## src/verilog/mws_cfg.svh

```systemverilog
// Constants of the microstep wave sequencer: offsets, field positions, reset values.
// Assumes inclusion by bare name from every file that needs them.
`ifndef MWS_CFG_SVH
`define MWS_CFG_SVH

`define MWS_DATA_W        32
`define MWS_ADDR_W        8
`define MWS_TABLE_WORDS   8
`define MWS_POS_W         10
`define MWS_CUR_W         9
`define MWS_SYNC_DEPTH    3

`define MWS_OFS_TABLE0    8'h00
`define MWS_OFS_SEGSEL    8'h20
`define MWS_OFS_START     8'h24
`define MWS_OFS_CTRL0     8'h28
`define MWS_OFS_STAT0     8'h30

`define MWS_SEL_W_LSB     0
`define MWS_SEL_X1_LSB    8
`define MWS_SEL_X2_LSB    16
`define MWS_SEL_X3_LSB    24
`define MWS_START_A_LSB   0
`define MWS_START_B_LSB   16

`define MWS_CTRL_RES_LSB  0
`define MWS_CTRL_DEDGE    4
`define MWS_CTRL_EXT      5
`define MWS_CTRL_FS       6
`define MWS_CTRL_MASK     32'h0000007F
`define MWS_RES_MAX       4'h8

`define MWS_RST_TABLE0    32'hAAAAB554
`define MWS_RST_TABLE1    32'h4A9554AA
`define MWS_RST_TABLE2    32'h24492929
`define MWS_RST_TABLE3    32'h10104222
`define MWS_RST_TABLE4    32'hFBFFFFFF
`define MWS_RST_TABLE5    32'hB5BB777D
`define MWS_RST_TABLE6    32'h49295556
`define MWS_RST_TABLE7    32'h00404222
`define MWS_RST_SEGSEL    32'hFFFF8056
`define MWS_RST_START     32'h00F70000
`define MWS_RST_CTRL      32'h00000000

`endif

```

## src/verilog/mws_pkg.sv

```systemverilog
// Types shared by the microstep wave sequencer, its port checker and its testbench.
// Assumes the constants header is on the include path.
`include "mws_cfg.svh"

package mws_pkg;

    typedef enum logic [1:0] {
        MWS_IDLE  = 2'b00,
        MWS_FETCH = 2'b01,
        MWS_APPLY = 2'b10
    } mws_seq_t;

    typedef struct packed {
        logic [`MWS_ADDR_W-1:0] addr;
        logic [`MWS_DATA_W-1:0] wdata;
        logic                   wr;
        logic                   rd;
    } mws_bus_t;

    typedef struct packed {
        logic [`MWS_CUR_W-1:0] coil_b_current;
        logic [`MWS_CUR_W-1:0] coil_a_current;
    } mws_coil_t;

    typedef struct packed {
        logic [`MWS_SYNC_DEPTH-1:0] step_sy;
        logic [`MWS_SYNC_DEPTH-1:0] dir_sy;
        logic                       step_lv;
        logic                       dir_lv;
        mws_seq_t                   seq;
        logic [`MWS_POS_W-1:0]      pos;
        mws_coil_t                  coil;
        logic [8:0]                 left;
        logic                       back;
        logic                       pend;
        logic                       pend_back;
        logic [8:0]                 pend_cnt;
    } mws_chan_t;

endpackage

```

## src/verilog/mws_table_mem.sv

```systemverilog
// Quarter-wave table memory: eight words of one-bit entries, registered read ports.
// Assumes one clock; bit ports are read by the sequencer, the word port by software.
`timescale 1ns/100ps
`include "mws_cfg.svh"

module mws_table_mem #(
    parameter int WORDS = `MWS_TABLE_WORDS,
    parameter int NRD   = 4
) (
    // Clock and reset
    input  wire logic                 i_clk,
    input  wire logic                 i_rstn,
    // Software word port
    input  wire logic                 i_wr,
    input  wire logic [2:0]           i_widx,
    input  wire logic [31:0]          i_wdata,
    input  wire logic                 i_rd,
    input  wire logic                 i_rd_tbl,
    input  wire logic [2:0]           i_ridx,
    input  wire logic [31:0]          i_alt,
    output logic      [31:0]          o_rdata,
    // Sequencer bit ports
    input  wire logic [NRD-1:0][7:0]  i_baddr,
    output logic      [NRD-1:0]       o_bit
);

    // Eight-bit entry addresses only reach 256 bits
    if (WORDS != 8 || NRD < 1) begin : g_check
        $error("mws_table_mem: WORDS must be 8 and NRD at least 1");
    end

    typedef struct packed {
        logic [WORDS-1:0][31:0] word;
        logic [31:0]            rdata;
        logic [NRD-1:0]         bits;
    } mws_mem_t;

    localparam logic [WORDS-1:0][31:0] RST_WORDS = {
        `MWS_RST_TABLE7, `MWS_RST_TABLE6, `MWS_RST_TABLE5, `MWS_RST_TABLE4,
        `MWS_RST_TABLE3, `MWS_RST_TABLE2, `MWS_RST_TABLE1, `MWS_RST_TABLE0
    };

    mws_mem_t mem_r;
    mws_mem_t mem_nxt;

    always_comb begin
        mem_nxt = mem_r;
        if (i_wr) begin
            mem_nxt.word[i_widx] = i_wdata;
        end
        // Read data stand for one cycle only, zero otherwise
        mem_nxt.rdata = '0;
        if (i_rd) begin
            mem_nxt.rdata = i_rd_tbl ? mem_r.word[i_ridx] : i_alt;
        end
        for (int k = 0; k < NRD; k++) begin
            mem_nxt.bits[k] = mem_r.word[i_baddr[k][7:5]][i_baddr[k][4:0]];
        end
    end

    always_ff @(posedge i_clk or negedge i_rstn) begin
        if (!i_rstn) begin
            mem_r <= {RST_WORDS, 32'h00000000, {NRD{1'b0}}};
        end else begin
            mem_r <= mem_nxt;
        end
    end

    assign o_rdata = mem_r.rdata;
    assign o_bit   = mem_r.bits;

endmodule

```

## src/verilog/mws_sequencer.sv

```systemverilog
// Microstep wave sequencer: shared quarter-wave table driving step/dir channels.
// Assumes one 100 MHz clock, a strobe register port and raw step/dir pins.
//
// Design decisions made here: the register addresses and strobed register access.
`timescale 1ns/100ps
`include "mws_cfg.svh"

module mws_sequencer #(
    parameter int NUM_MOTORS = 2
) (
    // Clock and reset
    input  wire logic                                i_clk,
    input  wire logic                                i_rstn,
    // Register port
    input  wire mws_pkg::mws_bus_t                   i_bus,
    output logic      [31:0]                         o_rdata,
    // Step and direction pins
    input  wire logic [NUM_MOTORS-1:0]               i_step,
    input  wire logic [NUM_MOTORS-1:0]               i_dir,
    // Coil currents and position
    output mws_pkg::mws_coil_t [NUM_MOTORS-1:0]      o_coil,
    output logic      [NUM_MOTORS-1:0][9:0]          o_position,
    // Mode outputs
    output logic      [NUM_MOTORS-1:0]               o_ext_step_mode,
    output logic      [NUM_MOTORS-1:0]               o_fullstep_allow
);

    // Control and status offsets leave room for two motors only
    if (NUM_MOTORS < 1 || NUM_MOTORS > 2) begin : g_check
        $error("mws_sequencer: NUM_MOTORS must be 1 or 2");
    end

    localparam int          NRD       = 2 * NUM_MOTORS;
    localparam logic [31:0] RST_START = `MWS_RST_START;

    typedef struct packed {
        logic [31:0]                         segsel;
        logic [31:0]                         start;
        logic [NUM_MOTORS-1:0][31:0]         ctrl;
        logic [NUM_MOTORS-1:0]               fs_allow;
        mws_pkg::mws_chan_t [NUM_MOTORS-1:0] ch;
    } mws_state_t;

    function automatic mws_state_t mws_reset_state();
        mws_state_t s;
        s        = '0;
        s.segsel = `MWS_RST_SEGSEL;
        s.start  = `MWS_RST_START;
        for (int m = 0; m < NUM_MOTORS; m++) begin
            s.ctrl[m]          = `MWS_RST_CTRL;
            s.ch[m].seq        = mws_pkg::MWS_IDLE;
            s.ch[m].coil.coil_a_current = {1'b0, RST_START[`MWS_START_A_LSB +: 8]};
            s.ch[m].coil.coil_b_current = {1'b0, RST_START[`MWS_START_B_LSB +: 8]};
        end
        return s;
    endfunction

    localparam mws_state_t ST_RST = mws_reset_state();

    // Table position of the microstep being walked
    function automatic logic [9:0] mws_pp(input mws_pkg::mws_chan_t c);
        return c.back ? 10'(c.pos - 10'h001) : c.pos;
    endfunction

    // Increment between one entry and the next
    function automatic logic signed [3:0] mws_delta(
        input logic [7:0]  idx,
        input logic        tbit,
        input logic [31:0] sel
    );
        int         seg;
        logic [1:0] code;
        if (idx < sel[`MWS_SEL_X1_LSB +: 8]) begin
            seg = 0;
        end else if (idx < sel[`MWS_SEL_X2_LSB +: 8]) begin
            seg = 1;
        end else if (idx < sel[`MWS_SEL_X3_LSB +: 8]) begin
            seg = 2;
        end else begin
            seg = 3;
        end
        code = sel[`MWS_SEL_W_LSB + 2 * seg +: 2];
        // Code is the slope plus one, so 00 gives a falling segment
        return $signed({2'b00, code}) - 4'sh1 + $signed({3'b000, tbit});
    endfunction

    // Quadrants 1 and 2 run the wave downward; walking back negates it again
    function automatic logic [8:0] mws_step_cur(
        input logic [8:0]        cur,
        input logic [1:0]        quad,
        input logic              back,
        input logic signed [3:0] d
    );
        logic              neg;
        logic signed [8:0] dx;
        neg = quad[1] ^ quad[0] ^ back;
        dx  = 9'(d);
        return neg ? 9'(cur - $unsigned(dx)) : 9'(cur + $unsigned(dx));
    endfunction

    // Width saturates at a full quarter so no code selects an unserved step
    function automatic logic [8:0] mws_width(input logic [3:0] res);
        logic [3:0] r;
        r = (res > `MWS_RES_MAX) ? `MWS_RES_MAX : res;
        return 9'h001 << r;
    endfunction

    mws_state_t          st_r;
    mws_state_t          st_nxt;
    logic [NRD-1:0][7:0] bit_addr;
    logic [NRD-1:0]      tbl_bit;
    logic                tbl_hit;
    logic                tbl_wr;
    logic [31:0]         rd_alt;

    // Register decode and read selection
    always_comb begin
        tbl_hit = (i_bus.addr < `MWS_OFS_SEGSEL) && (i_bus.addr[1:0] == 2'h0);
        tbl_wr  = i_bus.wr && tbl_hit;
        rd_alt  = '0;
        if (i_bus.addr == `MWS_OFS_SEGSEL) begin
            rd_alt = st_r.segsel;
        end
        if (i_bus.addr == `MWS_OFS_START) begin
            rd_alt = st_r.start;
        end
        for (int m = 0; m < NUM_MOTORS; m++) begin
            if (i_bus.addr == `MWS_OFS_CTRL0 + 8'(4 * m)) begin
                rd_alt = st_r.ctrl[m];
            end
            if (i_bus.addr == `MWS_OFS_STAT0 + 8'(4 * m)) begin
                rd_alt = {2'b00, st_r.ch[m].seq, st_r.ch[m].coil.coil_b_current,
                          st_r.ch[m].coil.coil_a_current, st_r.ch[m].pos};
            end
        end
    end

    // Entry addresses stay put from fetch through apply
    always_comb begin
        logic [9:0] pp;
        pp = '0;
        for (int m = 0; m < NUM_MOTORS; m++) begin
            pp                = mws_pp(st_r.ch[m]);
            bit_addr[2*m]     = pp[7:0];
            bit_addr[2*m+1]   = ~pp[7:0];
        end
    end

    mws_table_mem #(
        .WORDS   (`MWS_TABLE_WORDS),
        .NRD     (NRD)
    ) u_table (
        .i_clk    (i_clk),
        .i_rstn   (i_rstn),
        .i_wr     (tbl_wr),
        .i_widx   (i_bus.addr[4:2]),
        .i_wdata  (i_bus.wdata),
        .i_rd     (i_bus.rd),
        .i_rd_tbl (tbl_hit),
        .i_ridx   (i_bus.addr[4:2]),
        .i_alt    (rd_alt),
        .o_rdata  (o_rdata),
        .i_baddr  (bit_addr),
        .o_bit    (tbl_bit)
    );

    always_comb begin
        logic [9:0] pp;
        logic [9:0] np;
        logic [1:0] qa;
        logic [1:0] qb;
        logic [7:0] ia;
        logic [7:0] ib;
        logic       ba;
        logic       bb;
        logic       act;
        logic       ext;
        logic       dedge;
        logic [8:0] width;
        pp     = '0;
        np     = '0;
        qa     = '0;
        qb     = '0;
        ia     = '0;
        ib     = '0;
        ba     = 1'b0;
        bb     = 1'b0;
        act    = 1'b0;
        ext    = 1'b0;
        dedge  = 1'b0;
        width  = '0;
        st_nxt = st_r;

        if (i_bus.wr) begin
            if (i_bus.addr == `MWS_OFS_SEGSEL) begin
                st_nxt.segsel = i_bus.wdata;
            end
            if (i_bus.addr == `MWS_OFS_START) begin
                st_nxt.start = i_bus.wdata;
            end
            for (int m = 0; m < NUM_MOTORS; m++) begin
                if (i_bus.addr == `MWS_OFS_CTRL0 + 8'(4 * m)) begin
                    st_nxt.ctrl[m] = i_bus.wdata & `MWS_CTRL_MASK;
                end
            end
        end

        for (int m = 0; m < NUM_MOTORS; m++) begin
            ext   = st_r.ctrl[m][`MWS_CTRL_EXT];
            dedge = st_r.ctrl[m][`MWS_CTRL_DEDGE];
            width = mws_width(st_r.ctrl[m][`MWS_CTRL_RES_LSB +: 4]);
            st_nxt.fs_allow[m] = st_r.ctrl[m][`MWS_CTRL_FS] & ~ext;

            // Only the second and third stages are ever compared
            st_nxt.ch[m].step_sy = {st_r.ch[m].step_sy[1:0], i_step[m]};
            st_nxt.ch[m].dir_sy  = {st_r.ch[m].dir_sy[1:0], i_dir[m]};
            act = 1'b0;
            if (st_r.ch[m].dir_sy[1] == st_r.ch[m].dir_sy[2]) begin
                st_nxt.ch[m].dir_lv = st_r.ch[m].dir_sy[2];
            end
            if (st_r.ch[m].step_sy[1] == st_r.ch[m].step_sy[2] &&
                st_r.ch[m].step_sy[2] != st_r.ch[m].step_lv) begin
                st_nxt.ch[m].step_lv = st_r.ch[m].step_sy[2];
                // Without external mode the pins move nothing
                act = ext && (st_r.ch[m].step_sy[2] || dedge);
            end

            unique case (st_r.ch[m].seq)
                mws_pkg::MWS_IDLE: begin
                    if (st_r.ch[m].pend) begin
                        st_nxt.ch[m].seq  = mws_pkg::MWS_FETCH;
                        st_nxt.ch[m].left = st_r.ch[m].pend_cnt;
                        st_nxt.ch[m].back = st_r.ch[m].pend_back;
                        st_nxt.ch[m].pend = 1'b0;
                    end
                end
                mws_pkg::MWS_FETCH: begin
                    st_nxt.ch[m].seq = mws_pkg::MWS_APPLY;
                end
                mws_pkg::MWS_APPLY: begin
                    pp = mws_pp(st_r.ch[m]);
                    qa = pp[9:8];
                    qb = 2'(qa + 2'h1);
                    ia = qa[0] ? ~pp[7:0] : pp[7:0];
                    ba = qa[0] ? tbl_bit[2*m+1] : tbl_bit[2*m];
                    ib = qb[0] ? ~pp[7:0] : pp[7:0];
                    bb = qb[0] ? tbl_bit[2*m+1] : tbl_bit[2*m];
                    np = st_r.ch[m].back ? 10'(st_r.ch[m].pos - 10'h001)
                                         : 10'(st_r.ch[m].pos + 10'h001);
                    st_nxt.ch[m].coil.coil_a_current = mws_step_cur(st_r.ch[m].coil.coil_a_current, qa,
                        st_r.ch[m].back, mws_delta(ia, ba, st_r.segsel));
                    st_nxt.ch[m].coil.coil_b_current = mws_step_cur(st_r.ch[m].coil.coil_b_current, qb,
                        st_r.ch[m].back, mws_delta(ib, bb, st_r.segsel));
                    // Absolute reload bounds drift after a table rewrite
                    if (np == 10'h000) begin
                        st_nxt.ch[m].coil.coil_a_current =
                            {1'b0, st_r.start[`MWS_START_A_LSB +: 8]};
                        st_nxt.ch[m].coil.coil_b_current =
                            {1'b0, st_r.start[`MWS_START_B_LSB +: 8]};
                    end
                    st_nxt.ch[m].pos  = np;
                    st_nxt.ch[m].left = 9'(st_r.ch[m].left - 9'h001);
                    st_nxt.ch[m].seq  = (st_r.ch[m].left == 9'h001) ? mws_pkg::MWS_IDLE
                                                                    : mws_pkg::MWS_FETCH;
                end
                default: begin
                    st_nxt.ch[m].seq = mws_pkg::MWS_IDLE;
                end
            endcase

            // One step may wait while another walks; a third overwrites it
            if (act) begin
                if (st_nxt.ch[m].seq == mws_pkg::MWS_IDLE && !st_nxt.ch[m].pend) begin
                    st_nxt.ch[m].seq  = mws_pkg::MWS_FETCH;
                    st_nxt.ch[m].left = width;
                    st_nxt.ch[m].back = st_nxt.ch[m].dir_lv;
                end else begin
                    st_nxt.ch[m].pend      = 1'b1;
                    st_nxt.ch[m].pend_cnt  = width;
                    st_nxt.ch[m].pend_back = st_nxt.ch[m].dir_lv;
                end
            end
        end
    end

    always_ff @(posedge i_clk or negedge i_rstn) begin
        if (!i_rstn) begin
            st_r <= ST_RST;
        end else begin
            st_r <= st_nxt;
        end
    end

    always_comb begin
        for (int m = 0; m < NUM_MOTORS; m++) begin
            o_coil[m]          = st_r.ch[m].coil;
            o_position[m]      = st_r.ch[m].pos;
            o_ext_step_mode[m] = st_r.ctrl[m][`MWS_CTRL_EXT];
        end
        o_fullstep_allow = st_r.fs_allow;
    end

endmodule

```

## config.mk

```make
export PLATFORM = sky130hd
export DESIGN_NAME = mws_sequencer
export DESIGN_NICKNAME = d
export VERILOG_FILES = /design/src/verilog/mws_pkg.sv /design/src/verilog/mws_table_mem.sv /design/src/verilog/mws_sequencer.sv
export VERILOG_INCLUDE_DIRS = /design/src /design/src/verilog
export SDC_FILE = /design/constraint.sdc
export NUM_CORES = 1
export LEC_CHECK = 0
export ABC_AREA = 1
export BUFFER_PORTS_ARGS = -buffer_cell sky130_fd_sc_hd__buf_2
export CELL_PAD_IN_SITES_DETAIL_PLACEMENT = 1
export CELL_PAD_IN_SITES_GLOBAL_PLACEMENT = 2
export CORE_MARGIN = 3
export CORE_UTILIZATION = 39
export DETAILED_ROUTE_END_ITERATION = 10
export PLACE_DENSITY = 0.89
export SYNTH_ARGS = -nofsm -noshare
export SYNTH_HDL_FRONTEND = slang
export SYNTH_SLANG_ARGS = --single-unit
```

## constraint.sdc

```tcl
create_clock -name i_clk -period 11.65 [get_ports i_clk]
set_input_delay 1.7475 -clock i_clk [delete_from_list [all_inputs] [get_ports i_clk]]
set_output_delay 1.7475 -clock i_clk [all_outputs]
set_load 0.05 [all_outputs]
```

* Yosys cells after proc, flatten, opt, wreduce, memory -nomap -nowiden *
Cells that the tools add are included.

cells by class
  $lt $le $gt $ge = 25
  bitwise logic cells = 16
  reduce and logical (&&, ||, !) cells = 26
  equal/unequal tests = 18
  shift-type cells = 6
  add/subtract/negate cells = 24
  muxes and demuxes = 91

operator list
  operator                 number
  $bmux W32 S3             5
  $mux W32                 14
  $bwmux W256              1
  $shiftx A32 B32 Y2       4
  $mux W31                 4
  $demux W32 S3            1
  $lt A8 B8 Y1             12
  $mux W10                 6
  $eq A8 B6 Y1 const B     6
  $mux W11                 4
  $mux W21                 2
  $add A9 B9 Y9            4
  $mux W18                 2
  $mux W9                  4
  $pmux W9 S2              2
  $sub A9 B9 Y9            4
  $mux W2                  16
  $mux W8                  4
  $lt A5 B6 Y1 const B     4
  $add A10 B1 Y10 const B  2
  $bmux W1 S5              4
  $logic_not A10 Y1        2
  $lt A3 B4 Y1 const B     5
  $sub A10 B1 Y10 const B  2
  25 further kinds         92

word-level totals
  logic and storage cells = 247
  register bits = 490
  input port bits = 48
  output and inout bits = 92

* Longest topological paths before layout *
  word-level depth = 15
  mapped depth = 46
  gate-level depth less buffers = 44

* Cells and area by module *
From an unflattened synthesis, not the netlist that was laid out.

unflattened totals
  cell total of the unflattened synthesis = 5841
  area total of the unflattened synthesis = 38839.8 um^2

by module, submodules not included
  module         cells an instance  area each (um^2)  instances  seq. area each (um^2)
  mws_table_mem  3722               23344.9           1          7457.2
  mws_sequencer  2119               15494.9           1          5007.3

* Worst setup path before layout *
Ideal clock, no wire load.

  path kind = register to register
  from = register st_r, in the netlist o_position[10]
  to = register st_r, in the netlist o_coil[26]
  clock period less this slack = 5.736 ns
  buffers on the path = 2
  cell stages (with the launch flop) = 44
  data required time = 11.573 ns
  slack = 5.914 ns
  library setup time = 0.077 ns
  arrival time = 5.659 ns
  cell sequence = dfrtp_1 > inv_2 > ha_1 > inv_1 > nor2_1 > nand4_1 > nand3_1 > o21ai_2 > buf_2 > buf_2 > xnor2_1 > inv_1 > ha_1 > nand2_1 > nor2_1 > a211oi_1 > nand2_1 > nand2_1 > [... 8 more ...] > xnor2_1 > nand3_1 > ha_1 > inv_1 > o21ai_0 > ha_1 > nand3_1 > nand3_1 > nand2_1 > nand2_1 > a21oi_1 > nor2_1 > o21a_1 > nor2_1 > xor2_1 > xor2_1 > nand2_1 > o21ai_1

on the way
  cells in the longest elaborated chain, start to end = 15
  elaborated cells on any way between the ends = 24
  classes of those cells = add/sub: 6; order compare: 3; shift: 1; mux: 10; bitwise: 3; reduce/logical: 1

RTL lines
  item                                                   line                                       source
  start, declared                                        mws_sequencer.sv:108                       mws_state_t st_r;
  start signal, assigned                                 mws_sequencer.sv:290                       st_r <= st_nxt;
  $sub A10 B1 Y10                                        mws_sequencer.sv:62, mws_sequencer.sv:248
  $mux W10                                               mws_sequencer.sv:62                        return c.back ? 10'(c.pos - 10'h001) : c.pos;
  $not A8 Y8                                             mws_sequencer.sv:244                       ia = qa[0] ? ~pp[7:0] : pp[7:0];
  $mux W8                                                mws_sequencer.sv:244
  $lt A8 B8 Y1                                           mws_sequencer.sv:77                        end else if (idx < sel[`MWS_SEL_X3_LSB +: 8]) begin
  $mux W1                                                mws_sequencer.sv:77
  $mux W2                                                mws_sequencer.sv:75                        end else if (idx < sel[`MWS_SEL_X2_LSB +: 8]) begin
  $mux W2                                                mws_sequencer.sv:73                        if (idx < sel[`MWS_SEL_X1_LSB +: 8]) begin
  $mux W31                                               mws_sequencer.sv:228                       unique case (st_r.ch[m].seq)
  $shiftx A32 B32 Y2                                     mws_sequencer.sv:82                        code = sel[`MWS_SEL_W_LSB + 2 * seg +: 2];
  $sub A2 B1 Y3                                          mws_sequencer.sv:84                        return $signed({2'b00, code}) - 4'sh1 + $signed({3'b000, tbit});
  $add A3 B2 Y4                                          mws_sequencer.sv:84
  $add A9 B9 Y9 / $sub A9 B9 Y9 (equally long branches)  mws_sequencer.sv:98                        return neg ? 9'(cur - $unsigned(dx)) : 9'(cur + $unsigned(dx));
  $mux W9                                                mws_sequencer.sv:98
  $mux W18 *                                             mws_sequencer.sv:255                       if (np == 10'h000) begin

Every way passes the cells marked *; elsewhere a longest branch is shown, timed or not. The select of a mux whose other input is x is not followed.
A chain may end at the register's enable or synchronous reset.

* Final worst setup path *
Same ends and word-level chain as after synthesis.

==> impl_metrics.json <==
{
  "endpoint_kind": "flip-flop",
  "cts_buffer_depth": 3,
  "crit_arrival_ps": 8370,
  "cts_setup_buffers": 0,
  "slowest_delay_ps": 950,
  "grt_pass1_wl_um": 272000,
  "grt_max_degree": 204,
  "cts_buffers": 60,
  "clock.fmax_mhz": 130,
  "finalWorstSetupSlack_ps": 3930,
  "fin_crit_sh_pct": 66.3,
  "avgViaCountPerCell": 6.07,
  "slew_headroom_pct": 23.2,
  "synth_largest_area_cell": "dfrtp_1",
  "clk_latency_ps": 720,
  "fp-row-count": 114,
  "drv_slew": 0,
  "dieArea_um2": 102000,
  "finClkSkew_ps": 39.8,
  "groute.usage.overall_pct": 34.8,
  "htree_levels": 2,
  "synth_top_area_share_pct": 21.4,
  "ant_nets": 0,
  "first_pass_iters": 5,
  "r2r.worst_path.cells": 39,
  "cap_violations": 0,
  "fin_setup_tns_ps": 0,
  "mostFrequentLayoutCells": "nand2_1 (1734), nand3_1 (1007), inv_1 (533)",
  "outcome": "finished, final reports clean",
  "synth_seq_area_share_pct": 32.5,
  "postSynthNetCount": 5952,
  "async_flop_share_pct": 100,
  "fillers": 12600,
  "multi_input_area_um2": 21600,
  "dp_hpwl_um": 119000,
  "clkTransAtPathRegs_ps": 70,
  "cp.required_ps": 12300,
  "synth-main-ff-cell": "dfrtp_1",
  "whs_ps": 360,
  "path_max_fanout": 17,
  "worstReg2RegEnd": "o_coil[26]",
  "start_kind": "flip-flop",
  "grt_pass1_vias": 41700,
  "cts.sinks": 490,
  "boundaryPins": 140,
  "dpl_worst_slack_ps": 4120,
  "r2r_setup_slack_ps": 3930,
  "core_um2": 97100,
  "netlist_area_um2": 38400,
  "synthTopCellsByArea": "dfrtp_1 (21%), nand2_1 (17%), nand3_1 (13%)",
  "fin_nets": 5765,
  "overflow": 0,
  "critical_path_buf_inv_count": 6,
  "finalSetupViolCount": 0,
  "synthCells": 5752,
  "drive_gt1_share_pct": 9.76,
  "path_class": "flip-flop to flip-flop",
  "initial_utilization_pct": 39.5,
  "post-route-drc-count": 0,
  "min_path_type": "flip-flop to flip-flop",
  "holdPathEnd": "st_nxt[58]",
  "yosysWarnings": 0,
  "final-seq-area_um2": 12500,
  "final_common_cell": "nand2_1",
  "wirelength_um": 181000,
  "gp_congestion": 0.943,
  "routedWlPerCell_um": 26.3,
  "area_delta_synth_final_pct": 7.44,
  "num_vias": 41900,
  "port_buffers": 139,
  "syn_area_per_cell_um2": 6.67,
  "timing_hold_violations_final": 0,
  "cp_top_family": "adder cells",
  "crit_path_frequent_cell": "nand2_1",
  "drt_iter0_drc": 4539,
  "tightest_slew_ps": 1150,
  "cp_slowest_cell": "clkinv_1",
  "r2r-start": "o_position[10]",
  "min_period_ps": 7720,
  "cts-resized-gates": 0,
  "cts_root_buf": "clkbuf_16",
  "synth_cell_type_count": 62,
  "synth_seq_cells": 490,
  "grt_antenna_before_repair": 9,
  "synth_enable_flop_cells": 0,
  "cts_tree": "built",
  "min_path_cells": 0,
  "cts-hold-fix-buffers": 0,
  "die_w_um": 320,
  "grt_setup_unrepaired": "false",
  "fp.dieH_um": 320,
  "holdCritStartpoint": "st_nxt[57]"
}
-- flip-flops by register name (all words and copies together), names as in the netlist --
name	cells
u_table.mem_r	256
st_r	130
o_coil	36
u_table.o_rdata	32
o_position	20
st_nxt	8
u_table.o_bit	4
o_ext_step_mode	2
o_fullstep_allow	2
-- how the worst max path moves through the flow --
stage,startpoint,end,cells past startpoint
2_1_floorplan,o_position[10],o_coil[26],43
3_3_place_gp,o_position[10],o_coil[26],39
3_5_place_dp,o_position[10],o_coil[26],39
4_1_cts,o_position[10],o_coil[26],39
5_1_grt,o_position[0],o_coil[17],37
6_report,o_position[10],o_coil[26],39
-- Yosys cell counts (4+ instances only) --
cell,number
nor3_1,24
nand2_2,5
xnor2_1,21
fa_1,4
a31oi_1,7
inv_2,16
nand4_2,8
o2111ai_1,17
a221oi_1,44
dfstp_2,162
o31ai_1,10
xor2_1,36
buf_6,4
inv_1,535
o211ai_1,141
o221ai_1,13
o21ai_2,4
a21oi_1,142
nor2_1,162
nand3_1,1007
ha_1,148
o21ai_1,85
a211oi_1,33
nand4_1,6
dfrtp_1,328
clkinv_1,6
nor3_2,5
a311oi_1,9
a41oi_1,5
buf_4,114
nand2_1,1741
o22ai_1,64
o21ai_0,461
nor2_2,5
buf_1,13
clkbuf_1,173
nand3_2,4
buf_2,158
-- layout make-up --
cell class / instances / share of cell area [%]
clock inverters: 33 / 1.25
clock buffers: 80 / 3.95
well taps: 1276 / 3.87
flip-flops and latches: 490 / 30.2
repair buffers: 213 / 3.12
multi-input cells: 4242 / 52.5
inverters: 558 / 5.09
diodes: 1 / 0.00607
-- cell families (layout without fill, tap and decap cells) --
group / after synthesis / after routing / share of synthesized area, %
other cells: 0 / 1 / 0
flops: 490 / 490 / 32.5
simple gates: 2978 / 2978 / 33.1
compound gates: 1050 / 1050 / 16.2
buf+inv: 1020 / 884 / 11.7
fa+ha+maj: 154 / 154 / 5.09
xor+xnor: 60 / 60 / 1.49
-- metal layers --
layer / GRT usage, % / vias up / routed length, um
met4: 15.7 / 8 / 9010
met5: 0 / - / 58
met2: 51.1 / 1787 / 75800
met1: 49.2 / 20900 / 79800
li1: - / 18800 / -
met3: 7.13 / 432 / 16700
-- per-stage QoR --
step | std cells | util, % | instance area (um^2)
floorplan | 5752 | - | 38400
global placement | 6779 | 40.2 | 39100
detailed placement | 6779 | 40.2 | 39100
CTS | 6892 | 42.4 | 41200
global route | 6892 | 42.4 | 41200
finish | 6893 | 42.4 | 41200
Power is not shown: default switching activity piles up to over one toggle a cycle in this logic, so the estimate is an artifact.
